$ cat src/prfb_pkg.sv
// Package: widths, register map, event bits and parity helpers
package prfb_pkg;
   // Memory geometry
   localparam int ADDR_W = 8;
   localparam int WORD_W = 9;
   localparam int DATA_W = 8;
   localparam int CNT_W = 9;
   localparam int DLOG_W = 3;
   localparam int DEPTH_MAX = 256;
   localparam logic [ADDR_W-1:0] PTR_ONE = 8'h01;
   localparam logic [CNT_W-1:0] CNT_ONE = 9'h001;
   // Register port geometry
   localparam int REG_AW = 4;
   localparam int REG_DW = 16;
   // Register indices
   localparam logic [REG_AW-1:0] REG_CTRL = 4'h0;
   localparam logic [REG_AW-1:0] REG_STAT = 4'h1;
   localparam logic [REG_AW-1:0] REG_MASK = 4'h2;
   localparam logic [REG_AW-1:0] REG_STATE = 4'h3;
   // Control field and its reset value
   localparam int CTRL_FIFO_BIT = 0;
   localparam logic CTRL_FIFO_RST = 1'b0;
   // Event bits of status and mask
   localparam int EV_W = 5;
   localparam int EV_WPE = 0;
   localparam int EV_RPE = 1;
   localparam int EV_OVF = 2;
   localparam int EV_UDF = 3;
   localparam int EV_THR = 4;
   localparam logic [EV_W-1:0] MASK_RST = 5'h00;
   // Generated parity bit for eight data bits
   function automatic logic par_gen(input logic [DATA_W-1:0] d,
                                    input logic odd);
      return (^d) ^ odd;
   endfunction
   // Mismatch of a nine-bit word against the selected parity
   function automatic logic par_chk(input logic [WORD_W-1:0] w,
                                    input logic odd);
      return (^w) ^ odd;
   endfunction
   // Number of words for a depth field value
   function automatic logic [CNT_W-1:0] fifo_depth(
      input logic [DLOG_W-1:0] lg);
      return CNT_ONE << (32'(lg) + 1);
   endfunction
endpackage

$ cat src/prfb_top.sv
// Two-port RAM/FIFO block with parity and threshold flags
`timescale 1ns/1ps
module prfb_top
   import prfb_pkg::*;
(
   // Core clock and reset
   input wire logic CORE_CLK_I,
   input wire logic RST_N_I,
   // Write side pins
   input wire logic WRITE_CLOCK_I,
   input wire logic WRITE_SELECT_N_I,
   input wire logic WRITE_STROBE_N_I,
   input wire logic [ADDR_W-1:0] WRITE_ADDR_I,
   input wire logic [WORD_W-1:0] WRITE_WORD_I,
   // Read side pins
   input wire logic READ_CLOCK_I,
   input wire logic READ_SELECT_N_I,
   input wire logic READ_STROBE_N_I,
   input wire logic [ADDR_W-1:0] READ_ADDR_I,
   // Static configuration pins
   input wire logic FIFO_RESET_N_I,
   input wire logic ODD_PARITY_SEL_I,
   input wire logic PARITY_GENERATE_EN_I,
   input wire logic [ADDR_W-1:0] THRESHOLD_LEVEL_I,
   input wire logic [DLOG_W-1:0] DEPTH_LOG_FIELD_I,
   // Register port
   input wire logic [REG_AW-1:0] REG_ADDR_I,
   input wire logic [REG_DW-1:0] REG_WDATA_I,
   input wire logic REG_WR_I,
   input wire logic REG_RD_I,
   output logic [REG_DW-1:0] REG_RDATA_O,
   // Data and flag outputs
   output logic [WORD_W-1:0] READ_WORD_O,
   output logic READ_PARITY_ERR_O,
   output logic WRITE_PARITY_ERR_O,
   output logic FULL_O,
   output logic EMPTY_O,
   output logic AT_THRESHOLD_FLAG_O,
   output logic ABOVE_THRESHOLD_FLAG_O,
   output logic IRQ_O
);

   ////////////////////////////////////////////////////////////////////
   // Synchronised pin groups

   // Group widths
   localparam int WG_W = 3 + ADDR_W + WORD_W;
   localparam int RG_W = 3 + ADDR_W;
   localparam int CG_W = 3 + ADDR_W + DLOG_W;

   logic [WG_W-1:0] wgrp_s; // Write group after two flops
   logic [RG_W-1:0] rgrp_s; // Read group after two flops
   logic [CG_W-1:0] cgrp_s; // Config group after two flops

   // Write group: clock, select, strobe, address, word
   prfb_sync #(
      .W(WG_W)
   ) u_wsync (
      .clk_i(CORE_CLK_I),
      .d_i({WRITE_CLOCK_I, WRITE_SELECT_N_I, WRITE_STROBE_N_I,
            WRITE_ADDR_I, WRITE_WORD_I}),
      .q_o(wgrp_s)
   );

   // Read group: clock, select, strobe, address
   prfb_sync #(
      .W(RG_W)
   ) u_rsync (
      .clk_i(CORE_CLK_I),
      .d_i({READ_CLOCK_I, READ_SELECT_N_I, READ_STROBE_N_I,
            READ_ADDR_I}),
      .q_o(rgrp_s)
   );

   // Config group: pointer reset, parity, level, depth
   prfb_sync #(
      .W(CG_W)
   ) u_csync (
      .clk_i(CORE_CLK_I),
      .d_i({FIFO_RESET_N_I, ODD_PARITY_SEL_I, PARITY_GENERATE_EN_I,
            THRESHOLD_LEVEL_I, DEPTH_LOG_FIELD_I}),
      .q_o(cgrp_s)
   );

   // Unpacked write side
   wire logic wclk_s; // Write clock level
   wire logic wsel_n_s; // Write select, low active
   wire logic wstrb_n_s; // Write strobe, low active
   wire logic [ADDR_W-1:0] write_addr_s; // Write address
   wire logic [WORD_W-1:0] wword_s; // Write word
   assign {wclk_s, wsel_n_s, wstrb_n_s, write_addr_s, wword_s} = wgrp_s;

   // Unpacked read side
   wire logic rclk_s; // Read clock level
   wire logic rsel_n_s; // Read select, low active
   wire logic rstrb_n_s; // Read strobe, low active
   wire logic [ADDR_W-1:0] read_addr_s; // Read address
   assign {rclk_s, rsel_n_s, rstrb_n_s, read_addr_s} = rgrp_s;

   // Unpacked configuration
   wire logic frst_n_s; // Pointer reset, low active
   wire logic odd_s; // Odd parity when high
   wire logic gen_s; // Parity generation enable
   wire logic [ADDR_W-1:0] level_s; // Threshold level
   wire logic [DLOG_W-1:0] dlog_s; // Depth field
   assign {frst_n_s, odd_s, gen_s, level_s, dlog_s} = cgrp_s;

   ////////////////////////////////////////////////////////////////////
   // State

   logic wclk_prev_q; // Last write clock level
   logic rclk_prev_q; // Last read clock level
   logic fifo_mode_q; // FIFO mode when set, RAM when clear
   logic [ADDR_W-1:0] wptr_q; // FIFO write pointer
   logic [ADDR_W-1:0] wptr_d;
   logic [ADDR_W-1:0] rptr_q; // FIFO read pointer
   logic [ADDR_W-1:0] rptr_d;
   logic [CNT_W-1:0] count_q; // Words held
   logic [CNT_W-1:0] count_d;
   logic full_q; // Full flag
   logic empty_q; // Empty flag
   logic at_q; // Count equals level
   logic above_q; // Count at or over level
   logic above_d;
   logic wpe_q; // Last write parity result
   logic rpe_q; // Last read parity result
   logic rd_done_q; // Read data valid this cycle
   logic [EV_W-1:0] stat_q; // Sticky event bits
   logic [EV_W-1:0] stat_d;
   logic [EV_W-1:0] mask_q; // Interrupt mask
   logic [REG_DW-1:0] rdata_q; // Register read data
   logic [WORD_W-1:0] mem_rdata; // Word from the store

   ////////////////////////////////////////////////////////////////////
   // Edge detection and port qualification

   // Rising edges of the two port clocks
   wire logic wclk_rise = wclk_s & ~wclk_prev_q;
   wire logic rclk_rise = rclk_s & ~rclk_prev_q;

   // Write asks: edge with select and strobe low
   wire logic wr_fire = wclk_rise & ~wsel_n_s & ~wstrb_n_s;
   // Read asks: edge with select and strobe low
   wire logic rd_fire = rclk_rise & ~rsel_n_s & ~rstrb_n_s;

   // Full stops writes, empty stops reads, FIFO mode only
   wire logic wr_ok = wr_fire & ~(fifo_mode_q & full_q);
   wire logic rd_ok = rd_fire & ~(fifo_mode_q & empty_q);
   wire logic fifo_wr = wr_ok & fifo_mode_q;
   wire logic fifo_rd = rd_ok & fifo_mode_q;

   ////////////////////////////////////////////////////////////////////
   // Parity

   // Generated bit for the incoming data byte
   wire logic gen_bit = par_gen(wword_s[DATA_W-1:0], odd_s);

   // Stored word: generated bit replaces bit eight when enabled
   wire logic [WORD_W-1:0] store_word = gen_s ?
      {gen_bit, wword_s[DATA_W-1:0]} : wword_s;

   // Supplied word checked only when not generating
   wire logic wpe_now = ~gen_s & par_chk(wword_s, odd_s);

   // Read word checked once it is out of the store
   wire logic rpe_now = par_chk(mem_rdata, odd_s);

   ////////////////////////////////////////////////////////////////////
   // Addressing and depth

   // Depth and pointer wrap mask from the depth field
   wire logic [CNT_W-1:0] depth = fifo_depth(dlog_s);
   wire logic [ADDR_W-1:0] wrap = ADDR_W'(depth - CNT_ONE);

   // RAM mode takes pin addresses, FIFO mode pointers
   wire logic [ADDR_W-1:0] mem_write_addr =
      fifo_mode_q ? wptr_q : write_addr_s;
   wire logic [ADDR_W-1:0] mem_read_addr =
      fifo_mode_q ? rptr_q : read_addr_s;

   // Word store
   prfb_mem u_mem (
      .clk_i(CORE_CLK_I),
      .rst_n_i(RST_N_I),
      .we_i(wr_ok),
      .write_addr_i(mem_write_addr),
      .wdata_i(store_word),
      .re_i(rd_ok),
      .read_addr_i(mem_read_addr),
      .rdata_o(mem_rdata)
   );

   ////////////////////////////////////////////////////////////////////
   // Pointer and count arithmetic

   // Pointers advance and wrap at the configured depth
   always_comb begin
      wptr_d = wptr_q;
      rptr_d = rptr_q;
      if (fifo_wr) begin
         wptr_d = (wptr_q + PTR_ONE) & wrap;
      end
      if (fifo_rd) begin
         rptr_d = (rptr_q + PTR_ONE) & wrap;
      end
   end

   // Count moves by accepted FIFO writes and reads only
   always_comb begin
      unique case ({fifo_wr, fifo_rd})
         2'b10: count_d = count_q + CNT_ONE; // Write only
         2'b01: count_d = count_q - CNT_ONE; // Read only
         default: count_d = count_q; // Both or none
      endcase
   end

   // Threshold compare on the next count
   assign above_d = fifo_mode_q &
      (count_d >= CNT_W'(level_s));

   ////////////////////////////////////////////////////////////////////
   // FIFO state

   // Pointers, count and flags; pointer reset empties the FIFO
   always_ff @(posedge CORE_CLK_I) begin
      if (!RST_N_I || !frst_n_s) begin
         wptr_q <= '0;
         rptr_q <= '0;
         count_q <= '0;
         full_q <= 1'b0;
         empty_q <= 1'b1;
         at_q <= 1'b0;
         above_q <= 1'b0;
      end else begin
         wptr_q <= wptr_d;
         rptr_q <= rptr_d;
         count_q <= count_d;
         // Flags follow the count the next cycle sees
         full_q <= count_d >= depth;
         empty_q <= count_d == '0;
         at_q <= fifo_mode_q &
            (count_d == CNT_W'(level_s));
         above_q <= above_d;
      end
   end

   ////////////////////////////////////////////////////////////////////
   // Port clock history and parity results

   // Edge history; under reset it tracks the pin, no false edge
   always_ff @(posedge CORE_CLK_I) begin
      wclk_prev_q <= wclk_s;
      rclk_prev_q <= rclk_s;
   end

   // Write error follows each accepted write
   always_ff @(posedge CORE_CLK_I) begin
      if (!RST_N_I) begin
         wpe_q <= 1'b0;
      end else if (wr_ok) begin
         wpe_q <= wpe_now;
      end
   end

   // Read error follows each word leaving the store
   always_ff @(posedge CORE_CLK_I) begin
      if (!RST_N_I) begin
         rd_done_q <= 1'b0;
         rpe_q <= 1'b0;
      end else begin
         rd_done_q <= rd_ok;
         if (rd_done_q) begin
            rpe_q <= rpe_now;
         end
      end
   end

   ////////////////////////////////////////////////////////////////////
   // Events and interrupt

   // Event pulses for the sticky status
   wire logic [EV_W-1:0] ev;
   assign ev[EV_WPE] = wr_ok & wpe_now;
   assign ev[EV_RPE] = rd_done_q & rpe_now;
   assign ev[EV_OVF] = wr_fire & fifo_mode_q & full_q;
   assign ev[EV_UDF] = rd_fire & fifo_mode_q & empty_q;
   assign ev[EV_THR] = above_d & ~above_q;

   // Status read clears; a new event in that cycle wins
   wire logic stat_rd = REG_RD_I & (REG_ADDR_I == REG_STAT);
   assign stat_d = (stat_q & ~{EV_W{stat_rd}}) | ev;

   // Register writes
   wire logic ctrl_wr = REG_WR_I & (REG_ADDR_I == REG_CTRL);
   wire logic mask_wr = REG_WR_I & (REG_ADDR_I == REG_MASK);

   // Control, mask and status registers
   always_ff @(posedge CORE_CLK_I) begin
      if (!RST_N_I) begin
         fifo_mode_q <= CTRL_FIFO_RST;
         mask_q <= MASK_RST;
         stat_q <= '0;
      end else begin
         stat_q <= stat_d;
         if (ctrl_wr) begin
            fifo_mode_q <= REG_WDATA_I[CTRL_FIFO_BIT];
         end
         if (mask_wr) begin
            mask_q <= REG_WDATA_I[EV_W-1:0];
         end
      end
   end

   ////////////////////////////////////////////////////////////////////
   // Register read path

   // Read words for each register
   wire logic [REG_DW-1:0] ctrl_word = REG_DW'(fifo_mode_q);
   wire logic [REG_DW-1:0] stat_word = REG_DW'(stat_q);
   wire logic [REG_DW-1:0] mask_word = REG_DW'(mask_q);
   wire logic [REG_DW-1:0] state_word =
      REG_DW'({full_q, empty_q, count_q});

   // Selection; unmapped indices read zero
   wire logic [REG_DW-1:0] rd_mux =
      (REG_ADDR_I == REG_CTRL) ? ctrl_word :
      (REG_ADDR_I == REG_STAT) ? stat_word :
      (REG_ADDR_I == REG_MASK) ? mask_word :
      (REG_ADDR_I == REG_STATE) ? state_word : '0;

   // Read data stand one cycle, zero otherwise
   always_ff @(posedge CORE_CLK_I) begin
      if (!RST_N_I) begin
         rdata_q <= '0;
      end else begin
         rdata_q <= REG_RD_I ? rd_mux : '0;
      end
   end

   ////////////////////////////////////////////////////////////////////
   // Outputs

   assign REG_RDATA_O = rdata_q;
   assign READ_WORD_O = mem_rdata;
   assign READ_PARITY_ERR_O = rpe_q;
   assign WRITE_PARITY_ERR_O = wpe_q;
   assign FULL_O = full_q;
   assign EMPTY_O = empty_q;
   assign AT_THRESHOLD_FLAG_O = at_q;
   assign ABOVE_THRESHOLD_FLAG_O = above_q;
   // Level interrupt while any unmasked status bit stands
   assign IRQ_O = |(stat_q & mask_q);

endmodule

$ cat src/prfb_sync.sv
// Two-stage synchroniser for a group of pin inputs
`timescale 1ns/1ps
module prfb_sync #(
   parameter int W = 1
) (
   input wire logic clk_i,
   input wire logic [W-1:0] d_i,
   output logic [W-1:0] q_o
);
   logic [W-1:0] meta_q; // First stage, read only by second
   logic [W-1:0] sync_q; // Second stage, safe to use
   ////////////////////////////////////////////////////////////////////
   // No reset: pure pipeline, settles two cycles after any change
   always_ff @(posedge clk_i) begin
      meta_q <= d_i;
      sync_q <= meta_q;
   end
   assign q_o = sync_q;
endmodule

$ cat src/prfb_mem.sv
// 256 x 9 word store with registered read data
`timescale 1ns/1ps
module prfb_mem
   import prfb_pkg::*;
(
   input wire logic clk_i,
   input wire logic rst_n_i,
   input wire logic we_i,
   input wire logic [ADDR_W-1:0] write_addr_i,
   input wire logic [WORD_W-1:0] wdata_i,
   input wire logic re_i,
   input wire logic [ADDR_W-1:0] read_addr_i,
   output logic [WORD_W-1:0] rdata_o
);
   logic [WORD_W-1:0] mem_q [DEPTH_MAX]; // Word array
   logic [WORD_W-1:0] rdata_q; // Read data register
   ////////////////////////////////////////////////////////////////////
   // Write port
   always_ff @(posedge clk_i) begin
      if (we_i) begin
         mem_q[write_addr_i] <= wdata_i;
      end
   end
   // Read port, old data on a same-cycle collision
   always_ff @(posedge clk_i) begin
      if (!rst_n_i) begin
         rdata_q <= '0;
      end else if (re_i) begin
         rdata_q <= mem_q[read_addr_i];
      end
   end
   assign rdata_o = rdata_q;
endmodule

$ cat config.mk
export PLATFORM = sky130hd
export DESIGN_NAME = prfb_top
export DESIGN_NICKNAME = d
export VERILOG_FILES = /design/src/prfb_pkg.sv /design/src/prfb_top.sv /design/src/prfb_sync.sv /design/src/prfb_mem.sv
export SDC_FILE = /design/constraint.sdc
export NUM_CORES = 2
export LEC_CHECK = 0
export BUFFER_PORTS_ARGS = -buffer_cell sky130_fd_sc_hd__buf_2
export CAP_MARGIN = 20
export CORE_MARGIN = 2
export CORE_UTILIZATION = 55
export DETAILED_ROUTE_END_ITERATION = 8
export PLACE_DENSITY = 0.79
export SLEW_MARGIN = 15
export SYNTH_ARGS = -nofsm -noshare
export SYNTH_HDL_FRONTEND = slang
export SYNTH_HIERARCHICAL = 1
export SYNTH_SLANG_ARGS = --single-unit
$ cat constraint.sdc
create_clock -name CORE_CLK_I -period 13.3 [get_ports CORE_CLK_I]
set_clock_uncertainty 0.05 [all_clocks]
set_input_delay 2.66 -clock CORE_CLK_I [delete_from_list [all_inputs] [get_ports CORE_CLK_I]]
set_output_delay 2.66 -clock CORE_CLK_I [all_outputs]
set_load 0.01 [all_outputs]
# After elaboration in Yosys (flattened, before gate mapping)
# Memories as Yosys holds them, arrays and structs flattened. A register that Yosys moved wholly into a read port is not among the register bits.
# Index checks and enable logic that the tools add are counted.
# totals
n_memories	1
ff_bits	151
word_cells	112
ramBits	2304
# memory_table
memory	depth	word_bits	rd	rd_clocked_by_memory_dff	wr	line	source
u_mem.mem_q	256	9	1	1	1	prfb_mem.sv:15	logic [WORD_W-1:0] mem_q [DEPTH_MAX];
# op_classes
n_addsub	6
eq_ne	6
shifts	1
reduce_logical	14
n_bitwise	47
magnitude_cmp	2
muxes	10
# op_table
cell	n
1-bit AND	25
9-bit case mux with 2 select lines	1
9-bit XOR reduction	2
8-bit by 1-bit adder with 8-bit output, second input constant	2
8-bit AND	2
8-bit two-way mux	2
5-bit two-way mux	3
1-bit NOT	13
5-bit AND	2
5-bit OR reduction	2
9-bit by 1-bit adder with 9-bit output, second input constant	1
9-bit by 8-bit == test with 1-bit output	1
9-bit by 8-bit >= comparator with 1-bit output	1
9-bit >= comparator	1
9-bit zero test	1
9-bit two-way mux	1
1-bit by 4-bit left shift with 9-bit output, first input constant	1
9-bit by 1-bit subtractor with 9-bit output, second input constant	1
4-bit by 2-bit == test with 1-bit output, second input constant	2
8-bit XOR reduction	1
8-bit by 1-bit subtractor with 8-bit output, second input constant	1
6-bit OR reduction	1
5-bit NOT	1
5-bit OR	1
other kinds (11)	17

# Longest topological paths before layout
# logic_depth
depth_word	12
mapped_depth	17
ltp_nobuf	16

# Modules after synthesis
# Netlist, hierarchy kept.
# modules_own_cells
mod	seq_area_each_um2	instances	cells_each	area_each_um2
prfb_mem	69366.5	1	4304	90108.9
prfb_top	1121.1	1	402	3577.2
prfb_sync (u_wsync)	800.8	1	40	800.8
prfb_sync (u_csync)	560.5	1	28	560.5
prfb_sync (u_rsync)	440.4	1	22	440.4

# Worst setup path before layout
# No wires, ideal clock.
# synth_path
kind	reg2reg
from	register u_wsync.sync_q[5], in the netlist u_wsync/q_o[5]
to	memory u_mem.mem_q[0][8], data pin
path_slack_ps	41
synth_period_minus_slack_ps	13259
required_ps	11617
setup_time_ps	1633
t_arrival_ps	11576
path_stages_with_launch	6
cell_sequence	dfxtp_1 > xnor2_1 > xnor2_1 > xnor2_1 > xnor2_1 > mux2i_1
# synth_between
elab_chain_len	3
# synth_lines
element	line	source
from (decl)	prfb_sync.sv:11	logic [W-1:0] sync_q;
from (signal assigned)	prfb_sync.sv:16	sync_q <= meta_q;
8-bit XOR reduction	prfb_pkg.sv:34	return (^d) ^ odd;
1-bit XOR	prfb_pkg.sv:34	
9-bit two-way mux	prfb_top.sv:159	wire logic [WORD_W-1:0] store_word = gen_s ?
named net store_word[8]	prfb_top.sv:159	
to (decl)	prfb_mem.sv:15	
# The timed path passes the listed nets, and every way through them passes these cells.

# Final worst setup path
# layout_path
from	register fifo_mode_q
to	register u_mem.rdata_q[3], in the netlist u_mem/rdata_o[3] (read register of u_mem.mem_q)
# layout_rtl
element	line	source
from (decl)	prfb_top.sv:113	logic fifo_mode_q;
from (signal assigned)	prfb_top.sv:306	fifo_mode_q <= REG_WDATA_I[CTRL_FIFO_BIT];
8-bit two-way mux	prfb_top.sv:179	fifo_mode_q ? rptr_q : read_addr_s;
named net mem_read_addr[2]	prfb_top.sv:178	wire logic [ADDR_W-1:0] mem_read_addr =
to (decl)	prfb_mem.sv:16	logic [WORD_W-1:0] rdata_q;
# The timed path passes the listed nets, and every way through them passes these cells.
# A chain may end at the register's enable or synchronous reset.

==> run_results.csv <==
group,metric,value,unit
status,status,"finished, final reports clean",
synth,synthXorXnorAreaFrac,0.229,%
worst_setup_path,crit_fanout,37,
timing,worst_pin_slew,1.25,ns
synth,synthMostInstantiatedCell,"edfxtp_1",
pwr,ir_drop,0.000130,V
hold_path,min_path_type,"reg -> reg",
worst_setup_path,endpoint_kind,"flop",
global_routing,antenna_found_initial,10,
placed_design,dpl.hpwl,143,mm
synth,synth_top_family_by_area,"multiplexers",
timing,setup_viol,0,
global_routing,grt.total_usage,27.4,%
finish,fin_cells,7439,
clocking,cts_tree,"built",
worst_setup_path,rr_startpoint,"fifo_mode_q",
clocking,clk_latency,0.86,ns
synth,synth.area.top_cells,"edfxtp_1 (72%), mux4_2 (9.5%), dfxtp_1 (3.2%)",
worst_setup_path,crit_path_frequent_cell,"buf_4",
finish,nNetsFinal,5026,
clocking,clock_tree.root_cell,"clkbuf_16",
floorplanning,die_h,421,um
worst_setup_path,cp_cell_sequence,"buf_4, mux2_4, buf_4, buf_4, and2_2, buf_4, nand2_1, o22ai_1, a21oi_1, a31oi_1, a2111oi_0, buf_4, a211o_1",
global_routing,gr-total-overflow,0,
detailed_routing,drtIter0Drc,8211,
global_routing,grt_pass1_wl,345,mm
placed_design,dp_cells,7017,
timing,fmax,165,MHz
detailed_routing,wirelength,242,mm
synth,avgSynthCellArea,19.9,um^2
floorplanning,rows,152,
synth,yosysTopAreaCell,"edfxtp_1",
synth,yosys.area_share.simple,3.33,%
worst_setup_path,cpPeakStageDelay,0.73,ns
synth,synth_edf_count,2304,
synth,yosys_most_used_dff,"edfxtp_1",
worst_setup_path,path_buf_inv,5,
timing,setup_tns,0,ns
floorplanning,die_w,421,um
timing,period_share,45.7,%
pwr,leakagePower,33.5,nW
synth,synth_common_cells,"edfxtp_1 (2304), mux4_2 (402), nor2_1 (323)",
synth,netlist_instances,4796,
synth,ys_warn_count,6,
clocking,postCtsSetupBuffers,0,
global_routing,grt_pass1_vias,48900,
pwr,p_switching,0.00337,W
hold_path,hold_end,"u_wsync/q_o[3]",
clocking,clkTransAtPathRegs,0.06,ns
floorplanning,initial_core_util,55.5,%
timing,rsz0062_at_grt,"false",
worst_setup_path,cp-start-kind,"flop",
clocking,cts_buffer_depth,3,
pwr,p_int,0.0122,W
floorplanning,coreArea,0.172,mm^2
worst_setup_path,reg2reg_depth,13,
hold_path,worstHoldPathCells,0,
timing,finalCriticalPeriod,6.08,ns
detailed_routing,vias,50200,
run,max_cap_viol_count,0,
floorplanning,dieArea,0.177,mm^2
synth,synth_top_area_share,72.5,%
hold_path,worstHoldStart,"u_wsync/meta_q[3]",
clocking,numCtsBuffers,218,
detailed_routing,antenna_left,0,
finish,post_route_cells_drive_above_1_share,19.2,%
synth,netlist_area,0.0955,mm^2
placed_design,portBuffers,84,
clocking,htreeDepth,4,
pwr,pwr-share-seq,55.1,%
detailed_routing,vias_per_cell,6.74,
synth,synthMuxAreaShare,14.6,%
global_routing,grt_max_degree,225,
worst_setup_path,required,13.98,ns
detailed_routing,wire_per_inst,32.6,um
placed_design,gp_congestion,0.926,
synth,yosysSeqAreaShare,75.7,%
worst_setup_path,worstPathArrival,6.76,ns
synth,async_reset_ff_share,0,%
worst_setup_path,cp_top_family,"buffers and inverters",
detailed_routing,drc,0,
timing,slew_headroom,16.4,%
synth,synth_fa_ha_area_share,0.362,%
timing,hold_ws,0.276,ns
floorplanning,io_pins,101,
pwr,comb_power_share,5.2,%
timing,hold_viol_final,0,
detailed_routing,dr.pass1.iters,8,
clocking,hold_buffers,0,
worst_setup_path,regToRegSetupSlack,7.22,ns
finish,fin_util,61.0,%
finish,syn2layout_area_growth,10.0,%
pwr,switching_share,21.7,%
worst_setup_path,r2r-end,"u_mem/rdata_o[3]",
synth,synth_compound_area_share,3.68,%
synth,synth_seq_cells,2459,
synth,synth_cell_types,84,
clocking,numClockSinks,2459,
worst_setup_path,critical-path-slowest-cell,"buf_4",
pwr,powerDensity,148,mW/mm^2
pwr,clockPowerShare,39.7,%
timing,drv_slew,0,
clocking,cts_resized,0,
worst_setup_path,critPathKind,"reg -> reg",
[flip-flops by register name, summed over array words and instances, names as in the netlist, 5 cells and up]
name,count
u_mem/mem_q,2304
u_wsync/meta_q,20
u_wsync/q_o,20
u_csync/meta_q,14
u_csync/q_o,14
REG_RDATA_O,11
u_rsync/meta_q,11
u_rsync/q_o,11
count_q,9
u_mem/rdata_o,9
rptr_q,8
wptr_q,8
mask_q,5
stat_q,5
[power by group through the flow]
stage	combinational (W)	clock (W)	sequential, W
after global placement	0.000761	0	0.00872
final	0.000812	0.00617	0.00856
after global routing	0.000838	0.00650	0.00856
after floorplan	0.000463	0	0.00880
after CTS	0.000788	0.00621	0.00856
after detailed placement	0.000782	0	0.00873
[metal layers]
layer  up-vias  wire, um  track usage (%)
met5         -        38                0
met4         6     13800             13.9
met3       668     33300             8.46
met2      3915    110000             41.0
met1     25500     84900             36.6
li1      20000         -                -
[through the flow]
stage	worst slack (ns)	power (W)	cell area, um^2
2_1_floorplan	0.0410	0.00927	95500
3_3_place_gp	7.40	0.00948	98000
3_5_place_dp	7.52	0.00951	98000
4_1_cts	7.44	0.0156	105000
5_1_grt	7.11	0.0159	105000
6_report	7.22	0.0155	105000
[cell families (layout without fill, tap and decap cells)]
| kind of cell | Yosys count | after routing |
|---|---|---|
| compound gates | 512 | 512 |
| xor+xnor | 25 | 25 |
| fa+ha+maj | 27 | 27 |
| buf+inv | 300 | 618 |
| flops | 2459 | 2459 |
| mux | 791 | 791 |
| other cells | 2 | 17 |
| simple gates | 680 | 680 |
[worst max path at each step]
stage	from	end	slack [ns]	depth (start not counted)
2_1_floorplan	u_wsync/q_o[5]	u_mem/mem_q[0][8]	0.04	5
3_3_place_gp	fifo_mode_q	u_mem/rdata_o[8]	7.40	10
3_5_place_dp	rclk_prev_q	stat_q[4]	7.52	16
4_1_cts	fifo_mode_q	u_mem/rdata_o[3]	7.44	13
5_1_grt	rclk_prev_q	stat_q[4]	7.11	16
6_report	fifo_mode_q	u_mem/rdata_o[3]	7.22	13
[layout make-up]
cell class,count,area (um^2)
Timing Repair Buffer,189,1370
Clock buffer,253,5630
Multi-Input combinational cell,2042,21400
Fill cell,11400,67100
Inverter,20,80.1
Antenna cell,10,25.0
Clock inverter,156,1330
Tap cell,2310,2890
Sequential cell,2459,72300
[cells in the final DEF (no fill, tap or decap), types with 40 or more instances in the layout]
cell type and count:
a21oi_1 84, mux4_1 60, buf_2 85, nand2_1 108
o22ai_1 107, clkinv_2 48, a22oi_1 57, clkinv_1 61
mux2i_1 302, mux4_2 402, o221ai_1 57, nor3_1 40
nor2_1 320, edfxtp_1 2304, dfxtp_1 147, nand3_1 46
buf_4 91, o21ai_0 59, clkbuf_16 219
(Power assumes the default switching activity.)
